**src/logic/acs_pkg.sv**
```systemverilog
// shared constants and types for the conversion sequencer
package acs_pkg;
  localparam int AW = 4;
  localparam int DW = 16;

  // register offsets
  localparam logic [3:0] CTRL_OFS = 4'h0;
  localparam logic [3:0] SEL_OFS  = 4'h1;
  localparam logic [3:0] STAT_OFS = 4'h2;
  localparam logic [3:0] RES_OFS  = 4'h3;

  // reset values
  localparam logic [7:0] CTRL_RST = 8'h00;
  localparam logic [6:0] SEL_RST  = 7'h00;

  // status field positions
  localparam int ST_DONE  = 0;
  localparam int ST_BUSY  = 1;
  localparam int ST_INVAL = 2;
  localparam int ST_HALF  = 3;
  localparam int ST_ACT   = 4;

  // conversion lengths and sample points, in half converter cycles
  localparam logic [5:0] LEN_FIRST = 6'h32;
  localparam logic [5:0] LEN_NORM  = 6'h1A;
  localparam logic [5:0] LEN_DIFF  = 6'h1C;
  localparam logic [5:0] LEN_AUTO  = 6'h1B;
  localparam logic [5:0] SMP_FIRST = 6'h1D;
  localparam logic [5:0] SMP_NORM  = 6'h03;
  localparam logic [5:0] SMP_DIFF  = 6'h05;
  localparam logic [5:0] SMP_AUTO  = 6'h04;
  // final converter cycle, in half cycles, where the selection copy resumes
  localparam logic [5:0] LAST_CYC  = 6'h02;

  localparam int TRIG_SYNC = 3;

  typedef enum logic [1:0] {ST_IDLE, ST_PEND, ST_CONV} acs_state_e;

  typedef struct packed {
    logic [2:0] prescale;
    logic       irq_en;
    logic       free_run;
    logic       auto_trig;
    logic       start;
    logic       enable;
  } acs_ctrl_s;

  typedef struct packed {
    logic [1:0] ref_sel;
    logic [4:0] chan;
  } acs_sel_s;

  typedef struct packed {
    logic [5:0] len;
    logic [5:0] smp;
  } acs_timing_s;
endpackage

```
**src/logic/acs_prescaler.sv**
```systemverilog
// converter clock prescaler with half-rate sample clock
`timescale 1ns/1ps
`default_nettype none
module acs_prescaler (
  input  wire logic       clk_i,
  input  wire logic       rst_n_i,
  input  wire logic       run_i,
  input  wire logic       restart_i,
  input  wire logic [2:0] div_sel_i,
  output logic            rise_o,
  output logic            fall_o,
  output logic            half_o
);
  logic [6:0] cnt_reg;
  logic [7:0] div;
  logic [6:0] top;
  logic [6:0] mid;

  // division by 2^sel, select zero also divides by two
  assign div = 8'h01 << ((div_sel_i == 3'h0) ? 3'h1 : div_sel_i);
  assign top = 7'(div - 8'h01);
  assign mid = 7'((div >> 1) - 8'h01);

  always_ff @(posedge clk_i or negedge rst_n_i) begin
    if (!rst_n_i) begin
      cnt_reg <= 7'h00;
    end else if (!run_i || restart_i) begin
      cnt_reg <= 7'h00;
    end else if (cnt_reg == top) begin
      cnt_reg <= 7'h00;
    end else begin
      cnt_reg <= cnt_reg + 7'h01;
    end
  end

  always_ff @(posedge clk_i or negedge rst_n_i) begin
    if (!rst_n_i) begin
      rise_o <= 1'b0;
      fall_o <= 1'b0;
    end else begin
      rise_o <= run_i && !restart_i && (cnt_reg == top);
      fall_o <= run_i && !restart_i && (cnt_reg == mid);
    end
  end

  // toggle on each rise, cleared with the prescaler
  always_ff @(posedge clk_i or negedge rst_n_i) begin
    if (!rst_n_i) begin
      half_o <= 1'b0;
    end else if (!run_i || restart_i) begin
      half_o <= 1'b0;
    end else if (rise_o) begin
      half_o <= !half_o;
    end
  end
endmodule
`default_nettype wire

```
**src/logic/acs_sequencer.sv**
```systemverilog
// conversion sequencer top: timing, selection buffering, sleep start
//
// Behaviour
// - single-ended conversion samples at 1.5 cycles, finishes after 13 cycles.
// - first conversion after enabling lasts 25 converter cycles.
// - triggered conversion samples 2 cycles after edge; trigger sync takes 3 clocks.
// - prescaler runs only while enabled, held in reset otherwise.
// - on completion store result, set done flag, clear start in single mode.
// - differential conversions align to the half-rate sample clock.
// - differential start while half clock low takes 13 cycles.
// - differential start while half clock high takes 14 cycles.
// - free running restarts at once; later differential runs take 14 cycles.
// - trigger resets prescaler first; differential result then marked invalid, except the first after enabling.
// - selection buffered, copied continuously, frozen once conversion starts.
// - copying resumes in the last converter cycle before completion.
// - software start begins at the next converter clock rise.
// - free run channel change: next result old channel, later ones new.
// - sleep halt starts a conversion when enabled, idle, single, irq on.
// - conversion still completes and requests interrupt after early wake.
// - sleep never clears enable; only software does.
//
// Chosen here: the plain strobed port and the register offsets.
`timescale 1ns/1ps
`default_nettype none
module acs_sequencer (
  input  wire logic                   CLOCK_I,
  input  wire logic                   RST_N_I,
  input  wire logic [acs_pkg::AW-1:0] ADDR_I,
  input  wire logic [acs_pkg::DW-1:0] WDATA_I,
  input  wire logic                   WR_I,
  input  wire logic                   RD_I,
  output logic      [acs_pkg::DW-1:0] RDATA_O,
  input  wire logic                   TRIG_I,
  input  wire logic                   CPU_HALT_I,
  input  wire logic [9:0]             SAR_RESULT_I,
  output logic                        SAMPLE_O,
  output logic                        CONV_BUSY_O,
  output logic                        DIFF_MODE_O,
  output logic      [4:0]             ACT_CHAN_O,
  output logic      [1:0]             ACT_REF_O,
  output logic                        DONE_IRQ_O
);
  acs_pkg::acs_ctrl_s   ctrl_reg;
  acs_pkg::acs_ctrl_s   wctl;
  acs_pkg::acs_sel_s    sel_reg;
  acs_pkg::acs_sel_s    act_reg;
  acs_pkg::acs_timing_s tim_reg;
  acs_pkg::acs_timing_s tim_next;
  acs_pkg::acs_state_e  st_reg;
  logic [5:0]           hcnt_reg;
  logic [9:0]           res_reg;
  logic                 done_reg;
  logic                 inval_reg;
  logic                 first_reg;
  logic                 halt_reg;
  logic [acs_pkg::TRIG_SYNC-1:0] trig_sync_reg;
  logic                 trig_lvl_reg;
  logic                 rise;
  logic                 fall;
  logic                 half;
  logic                 tick;
  logic                 wr_ctrl;
  logic                 trig_edge;
  logic                 trig_start;
  logic                 sleep_start;
  logic                 done_now;
  logic                 free_run;
  logic                 diff_sel;
  logic                 locked;

  assign wctl     = acs_pkg::acs_ctrl_s'(WDATA_I[7:0]);
  assign wr_ctrl  = WR_I && (ADDR_I == acs_pkg::CTRL_OFS);
  assign tick     = rise || fall;
  assign free_run = ctrl_reg.auto_trig && ctrl_reg.free_run;
  // channel codes 8..29 are differential pairs; 30, 31 are fixed sources
  assign diff_sel = (act_reg.chan[4:3] != 2'h0) && (act_reg.chan[4:1] != 4'hF);
  assign done_now = (st_reg == acs_pkg::ST_CONV) && tick
                    && (hcnt_reg == tim_reg.len - 6'h01);
  assign locked   = (st_reg == acs_pkg::ST_CONV)
                    && (hcnt_reg < tim_reg.len - acs_pkg::LAST_CYC);

  acs_prescaler u_presc (
    .clk_i     (CLOCK_I),
    .rst_n_i   (RST_N_I),
    .run_i     (ctrl_reg.enable),
    .restart_i (trig_start),
    .div_sel_i (ctrl_reg.prescale),
    .rise_o    (rise),
    .fall_o    (fall),
    .half_o    (half)
  );

  // trigger pin: three stages, a level counts once the last two agree
  always_ff @(posedge CLOCK_I or negedge RST_N_I) begin
    if (!RST_N_I) begin
      trig_sync_reg <= '0;
      trig_lvl_reg  <= 1'b0;
    end else begin
      trig_sync_reg <= {trig_sync_reg[acs_pkg::TRIG_SYNC-2:0], TRIG_I};
      if (trig_sync_reg[2] == trig_sync_reg[1]) begin
        trig_lvl_reg <= trig_sync_reg[2];
      end
    end
  end

  assign trig_edge  = (trig_sync_reg[2] == trig_sync_reg[1])
                      && trig_sync_reg[2] && !trig_lvl_reg;
  // edges during a conversion are ignored; free run needs no trigger
  assign trig_start = ctrl_reg.enable && ctrl_reg.auto_trig && !ctrl_reg.free_run
                      && (st_reg == acs_pkg::ST_IDLE) && trig_edge;
  assign sleep_start = CPU_HALT_I && !halt_reg && ctrl_reg.enable
                       && (st_reg == acs_pkg::ST_IDLE) && !ctrl_reg.start
                       && !ctrl_reg.auto_trig && ctrl_reg.irq_en;

  // length and sample point for a conversion begun this cycle
  always_comb begin
    if (first_reg) begin
      tim_next = '{len: acs_pkg::LEN_FIRST, smp: acs_pkg::SMP_FIRST};
    end else if (trig_start) begin
      tim_next = '{len: acs_pkg::LEN_AUTO, smp: acs_pkg::SMP_AUTO};
    end else if (diff_sel && half) begin
      tim_next = '{len: acs_pkg::LEN_DIFF, smp: acs_pkg::SMP_DIFF};
    end else begin
      tim_next = '{len: acs_pkg::LEN_NORM, smp: acs_pkg::SMP_NORM};
    end
  end

  always_ff @(posedge CLOCK_I or negedge RST_N_I) begin
    if (!RST_N_I) begin
      halt_reg <= 1'b0;
    end else begin
      halt_reg <= CPU_HALT_I;
    end
  end

  // control register; only software ever clears enable
  always_ff @(posedge CLOCK_I or negedge RST_N_I) begin
    if (!RST_N_I) begin
      ctrl_reg <= acs_pkg::acs_ctrl_s'(acs_pkg::CTRL_RST);
    end else begin
      if (wr_ctrl) begin
        ctrl_reg <= wctl;
      end
      if (wr_ctrl && wctl.start && wctl.enable) begin
        ctrl_reg.start <= 1'b1;
      end else if (wr_ctrl && !wctl.enable) begin
        ctrl_reg.start <= 1'b0;
      end else if (sleep_start || trig_start) begin
        ctrl_reg.start <= 1'b1;
      end else if (done_now && !free_run) begin
        ctrl_reg.start <= 1'b0;
      end else begin
        ctrl_reg.start <= ctrl_reg.start;
      end
    end
  end

  always_ff @(posedge CLOCK_I or negedge RST_N_I) begin
    if (!RST_N_I) begin
      sel_reg <= acs_pkg::acs_sel_s'(acs_pkg::SEL_RST);
    end else if (WR_I && (ADDR_I == acs_pkg::SEL_OFS)) begin
      sel_reg <= acs_pkg::acs_sel_s'(WDATA_I[6:0]);
    end
  end

  // active selection follows the buffer except while locked
  always_ff @(posedge CLOCK_I or negedge RST_N_I) begin
    if (!RST_N_I) begin
      act_reg <= acs_pkg::acs_sel_s'(acs_pkg::SEL_RST);
    end else if (!locked) begin
      act_reg <= sel_reg;
    end
  end

  // conversion sequence
  always_ff @(posedge CLOCK_I or negedge RST_N_I) begin
    if (!RST_N_I) begin
      st_reg   <= acs_pkg::ST_IDLE;
      hcnt_reg <= 6'h00;
      tim_reg  <= '{len: acs_pkg::LEN_NORM, smp: acs_pkg::SMP_NORM};
    end else if (!ctrl_reg.enable) begin
      st_reg   <= acs_pkg::ST_IDLE;
      hcnt_reg <= 6'h00;
    end else begin
      unique case (st_reg)
        acs_pkg::ST_IDLE: begin
          if (trig_start) begin
            st_reg   <= acs_pkg::ST_CONV;
            hcnt_reg <= 6'h00;
            tim_reg  <= tim_next;
          end else if (ctrl_reg.start) begin
            st_reg <= acs_pkg::ST_PEND;
          end
        end
        acs_pkg::ST_PEND: begin
          if (rise) begin
            st_reg   <= acs_pkg::ST_CONV;
            hcnt_reg <= 6'h00;
            tim_reg  <= tim_next;
          end
        end
        acs_pkg::ST_CONV: begin
          if (done_now && free_run) begin
            hcnt_reg <= 6'h00;
            tim_reg  <= tim_next;
          end else if (done_now) begin
            st_reg <= acs_pkg::ST_IDLE;
          end else if (tick) begin
            hcnt_reg <= hcnt_reg + 6'h01;
          end
        end
      endcase
    end
  end

  // first conversion after enabling runs the long initialisation
  always_ff @(posedge CLOCK_I or negedge RST_N_I) begin
    if (!RST_N_I) begin
      first_reg <= 1'b1;
    end else if (!ctrl_reg.enable) begin
      first_reg <= 1'b1;
    end else if (done_now) begin
      first_reg <= 1'b0;
    end
  end

  // done and invalid flags: write one clears, a new event wins
  always_ff @(posedge CLOCK_I or negedge RST_N_I) begin
    if (!RST_N_I) begin
      done_reg  <= 1'b0;
      inval_reg <= 1'b0;
      res_reg   <= 10'h000;
    end else begin
      if (done_now) begin
        done_reg <= 1'b1;
        res_reg  <= SAR_RESULT_I;
      end else if (WR_I && (ADDR_I == acs_pkg::STAT_OFS) && WDATA_I[acs_pkg::ST_DONE]) begin
        done_reg <= 1'b0;
      end
      if (trig_start && diff_sel && !first_reg) begin
        inval_reg <= 1'b1;
      end else if (WR_I && (ADDR_I == acs_pkg::STAT_OFS) && WDATA_I[acs_pkg::ST_INVAL]) begin
        inval_reg <= 1'b0;
      end
    end
  end

  // registered outputs
  always_ff @(posedge CLOCK_I or negedge RST_N_I) begin
    if (!RST_N_I) begin
      SAMPLE_O    <= 1'b0;
      CONV_BUSY_O <= 1'b0;
      DIFF_MODE_O <= 1'b0;
      ACT_CHAN_O  <= 5'h00;
      ACT_REF_O   <= 2'h0;
      DONE_IRQ_O  <= 1'b0;
    end else begin
      SAMPLE_O    <= (st_reg == acs_pkg::ST_CONV) && tick
                     && (hcnt_reg == tim_reg.smp - 6'h01);
      CONV_BUSY_O <= (st_reg == acs_pkg::ST_CONV);
      DIFF_MODE_O <= diff_sel;
      ACT_CHAN_O  <= act_reg.chan;
      ACT_REF_O   <= act_reg.ref_sel;
      // request stands while flag and enable are set, awake or not
      DONE_IRQ_O  <= done_reg && ctrl_reg.irq_en;
    end
  end

  // read port: data in the cycle after the strobe, zero elsewhere
  always_ff @(posedge CLOCK_I or negedge RST_N_I) begin
    if (!RST_N_I) begin
      RDATA_O <= '0;
    end else if (RD_I) begin
      unique case (ADDR_I)
        acs_pkg::CTRL_OFS: RDATA_O <= {8'h00, ctrl_reg.prescale, ctrl_reg.irq_en,
                                       ctrl_reg.free_run, ctrl_reg.auto_trig,
                                       ctrl_reg.start || (st_reg != acs_pkg::ST_IDLE),
                                       ctrl_reg.enable};
        acs_pkg::SEL_OFS:  RDATA_O <= {9'h000, sel_reg};
        acs_pkg::STAT_OFS: RDATA_O <= {5'h00, act_reg, half, inval_reg,
                                       (st_reg == acs_pkg::ST_CONV), done_reg};
        acs_pkg::RES_OFS:  RDATA_O <= {6'h00, res_reg};
        default:           RDATA_O <= '0;
      endcase
    end else begin
      RDATA_O <= '0;
    end
  end
endmodule
`default_nettype wire

```
**config.mk**
```make
export PLATFORM = sky130hd
export DESIGN_NAME = acs_sequencer
export DESIGN_NICKNAME = d
export VERILOG_FILES = /design/src/logic/acs_pkg.sv /design/src/logic/acs_prescaler.sv /design/src/logic/acs_sequencer.sv
export SDC_FILE = /design/constraint.sdc
export NUM_CORES = 1
export LEC_CHECK = 0
export BUFFER_PORTS_ARGS = -buffer_cell sky130_fd_sc_hd__buf_2
export CAP_MARGIN = 5
export CORE_ASPECT_RATIO = 0.75
export CORE_UTILIZATION = 45
export CTS_CLUSTER_DIAMETER = 60
export CTS_CLUSTER_SIZE = 25
export DETAILED_ROUTE_END_ITERATION = 10
export PLACE_DENSITY_LB_ADDON = 0.1
export SLEW_MARGIN = 20
export SYNTH_ARGS = -nofsm -noshare
export SYNTH_HDL_FRONTEND = slang
export SYNTH_SLANG_ARGS = --single-unit
```
**constraint.sdc**
```tcl
create_clock -name CLOCK_I -period 2.7 [get_ports CLOCK_I]
set_input_delay 0.27 -clock CLOCK_I [delete_from_list [all_inputs] [get_ports CLOCK_I]]
set_output_delay 0.27 -clock CLOCK_I [all_outputs]
set_load 0.01 [all_outputs]
```
==> flow_summary.yaml <==
detailed_routing:
  drcViolationCount: 0
  antenna_nets_post_route: 0
  detail_route.wirelength_um: 10500
  dr.first_iter.drc_count: 183
  drt-wirelength-per-cell_um: 17.3
  via_count: 3317
  detailedRoute.firstPassIterationCount: 4
  post_drt_via_cell_ratio: 5.50
global_routing:
  grt_pass1_wl_um: 17400
  grt_pass1_vias: 3278
  largest_net_degree_at_the_start_of_global_routing: 46
  antenna_found_initial: 0
  global_route.overflow_total: 0
  grtUsageTotal_pct: 20.7
cts:
  post_cts.repair.setup_buffers: 0
  hold_buffer_count_at_cts: 1
  cts_inserted_buffers: 9
  cts-htree-levels: 3
  worstSkewPairLatency_ns: 0.34
  cts_repair_resize_count: 0
  path_clk_slew_ns: 0.07
  cts_root_buffer: "sky130_fd_sc_hd__clkbuf_16"
  cts_tree: "yes"
  clock_sink_count: 88
  clk_path_buf_depth: 2
yosys:
  ys_dominant_reg_cell: "sky130_fd_sc_hd__dfrtp_1"
  synthDominantCellAreaShare_pct: 43.7
  ys_types: 70
  synth-simple-area-share_pct: 14.3
  synth_xor_area_share_pct: 4.73
  sequential_fraction_of_the_synthesis_area_pct: 46.4
  yosys-top-cells-area: "sky130_fd_sc_hd__dfrtp_1, sky130_fd_sc_hd__ha_1, sky130_fd_sc_hd__mux2_2"
  postSynth.asyncResetShare_pct: 100
  synthDominantAreaCellType: "sky130_fd_sc_hd__dfrtp_1"
  muxShareOfSynthArea_pct: 13.4
  postSynthRegisterBits: 88
  synth_warnings: 0
  synth_top_family_by_area: "simple AND/OR/NAND/NOR gates"
  synth_enable_flop_cells: 0
  cell_count_after_synthesis: 412
  total_standard_cell_area_after_synthesis_um2: 4760
  yosys.area_share.adder_pct: 4.73
  post_synth.cell_area_avg_um2: 11.5
  synth-compound-area-share_pct: 11.5
sta:
  finalCritPeriodShare_pct: 89.4
  achievable-frequency_mhz: 414
  final-max-slew-violation-count: 0
  tns_ns: 0
  final.setup_skew_ns: 0.00634
  rsz_0062_raised_after_global_routing: "no"
  final-setup-viol-count: 0
  final_hold_viol_count: 0
  period_minus_slack_ns: 2.41
  worstMarginPinSlew_ns: 0.648
  worst_rel_slew_slack_pct: 56.5
  hold_slack_ns: 0.0353
  fin_ws_ns: 0.285
worst_setup_path:
  worst_setup_end_kind: "flop"
  timing.critical_path.from: "tim_reg[7]"
  worst_path_cell_chain: "inv_1 > ha_1 > xnor2_1 > nor3b_4 > o211ai_4 > nor2_2 > buf_4 > mux2_2"
  crit_path_max_incr_delay_ns: 0.56
  startpoint_type: "flop"
  max_fanout_on_critical_path: 11
  r2r_setup_slack_ns: 0.29
  cp.arrival_ns: 2.64
  critical_path.reg2reg.endpoint: "res_reg[2]"
  ff_to_ff_path_depth: 8
  criticalPathCategory: "flop to flop"
  crit-reg2reg-launch: "tim_reg[7]"
  cp.required_ns: 2.92
  crit_slowest_cell: "sky130_fd_sc_hd__dfstp_2"
worst_hold_path:
  worst_hold_path_type: "input pin to flop"
  holdPathEnd: "trig_sync_reg[0]"
  hold_start: "TRIG_I"
  holdPathStages: 1
cells_and_area:
  layout_commonest_cell: "sky130_fd_sc_hd__dfrtp_1"
  number_of_flip_flops_in_the_largest_register: 11
  fin_util_pct: 53.3
  synthToLayoutAreaGrowth_pct: 15.3
  antenna_cells_inserted: 0
  layout-drive-gt1-share_pct: 30.4
  most_frequent_cells_in_the_layout: "sky130_fd_sc_hd__dfrtp_1, sky130_fd_sc_hd__buf_2, sky130_fd_sc_hd__nand2_1"
  summed_area_of_non_filler_cells_in_the_final_layout_um2: 5480
  nets: 516
placement:
  numPortBuffers: 49
  postPlaceCellArea_um2: 5140
  detailedPlace.worstSlack_ns: 0.315
  dp_hpwl_um: 7530
  gp_congestion: 0.807
floorplan:
  chipHeight_um: 91.0
  core_area_um2: 10300
  placementRows: 32
  die_w_um: 121
  floorplan.io_pins: 63
  design.die.area_um2: 11000
  initial_core_util_pct: 46.2
run:
  cap_violations: 0
run_status:
  run_status: "finished, final reports clean"
power:
  power_leakage_nw: 2.53
  max-vdd-ir-drop_uv: 379
  powerDensity_nw_per_um2: 707
-- worst max-delay path, delay by kind of cell (launching register included) --
family / cells / cell delay (ns)
flops: 1 / 0.56
mux: 1 / 0.36
fa+ha+maj: 1 / 0.30
xor+xnor: 1 / 0.16
simple gates: 2 / 0.41
compound gates: 1 / 0.17
buf+inv: 2 / 0.34
-- metrics by stage --
step,total power [mW],instances
detailed placement,2.50,586
finish,3.88,603
global placement,2.48,586
floorplan,2.23,416
CTS,3.90,603
global route,4.07,603
-- synth_stat cells (all sizes together) (3+ instances only) --
library cell,instances
or2,3
o211ai,3
mux2i,8
o21a,3
nor2b,5
inv,17
dfrtp,83
mux4,6
dfstp,5
nand3,14
nand2,23
buf,16
xor2,9
a211oi,5
a32oi,4
xnor2,15
o21ai,13
a31oi,6
nand2b,3
a31o,3
mux2,33
and2,8
a21oi,9
clkbuf,11
nor4b,3
a221o,3
ha,18
nor3,15
and3,12
nor2,21
a21boi,3
-- metal layers --
layer | track usage, % | share of wire [%] | vias up
met5 | 0 | 0 | -
met4 | 5.66 | 1.0 | 0
met3 | 4.71 | 4.0 | 9
met2 | 29.4 | 43 | 75
met1 | 31.5 | 52 | 1656
li1 | - | - | 1577
-- worst max path at each step --
| stage | endpoint | slack [ns] | depth (start not counted) |
|---|---|---|---|
| global route | res_reg[2] | 0.16 | 8 |
| finish | res_reg[2] | 0.29 | 8 |
| CTS | res_reg[2] | 0.28 | 8 |
| detailed placement | res_reg[2] | 0.32 | 8 |
| floorplan | act_reg[0] | 0.49 | 7 |
| global placement | res_reg[2] | 0.35 | 8 |
-- power breakdown --
| part | switching [mW] | internal (mW) |
|---|---|---|
| Clock | 0.542 | 0.851 |
| Combinational | 0.459 | 0.394 |
| Sequential | 0.153 | 1.48 |
-- cells by family after synthesis --
group	count (synthesis)
simple gates	120
other cells	2
fa+ha+maj	18
mux	47
compound gates	69
xor+xnor	24
flops	88
buf+inv	44
-- layout make-up --
class                      instances  area, µm²
multi-input combinational        284       2340
timing repair buffer              62        360
fill                             878       4810
inverter                          17       63.8
clock inverter                     6       97.6
tap                              136        170
sequential                        88       2210
clock buffer                      10        239
(Power assumes the default switching activity.)
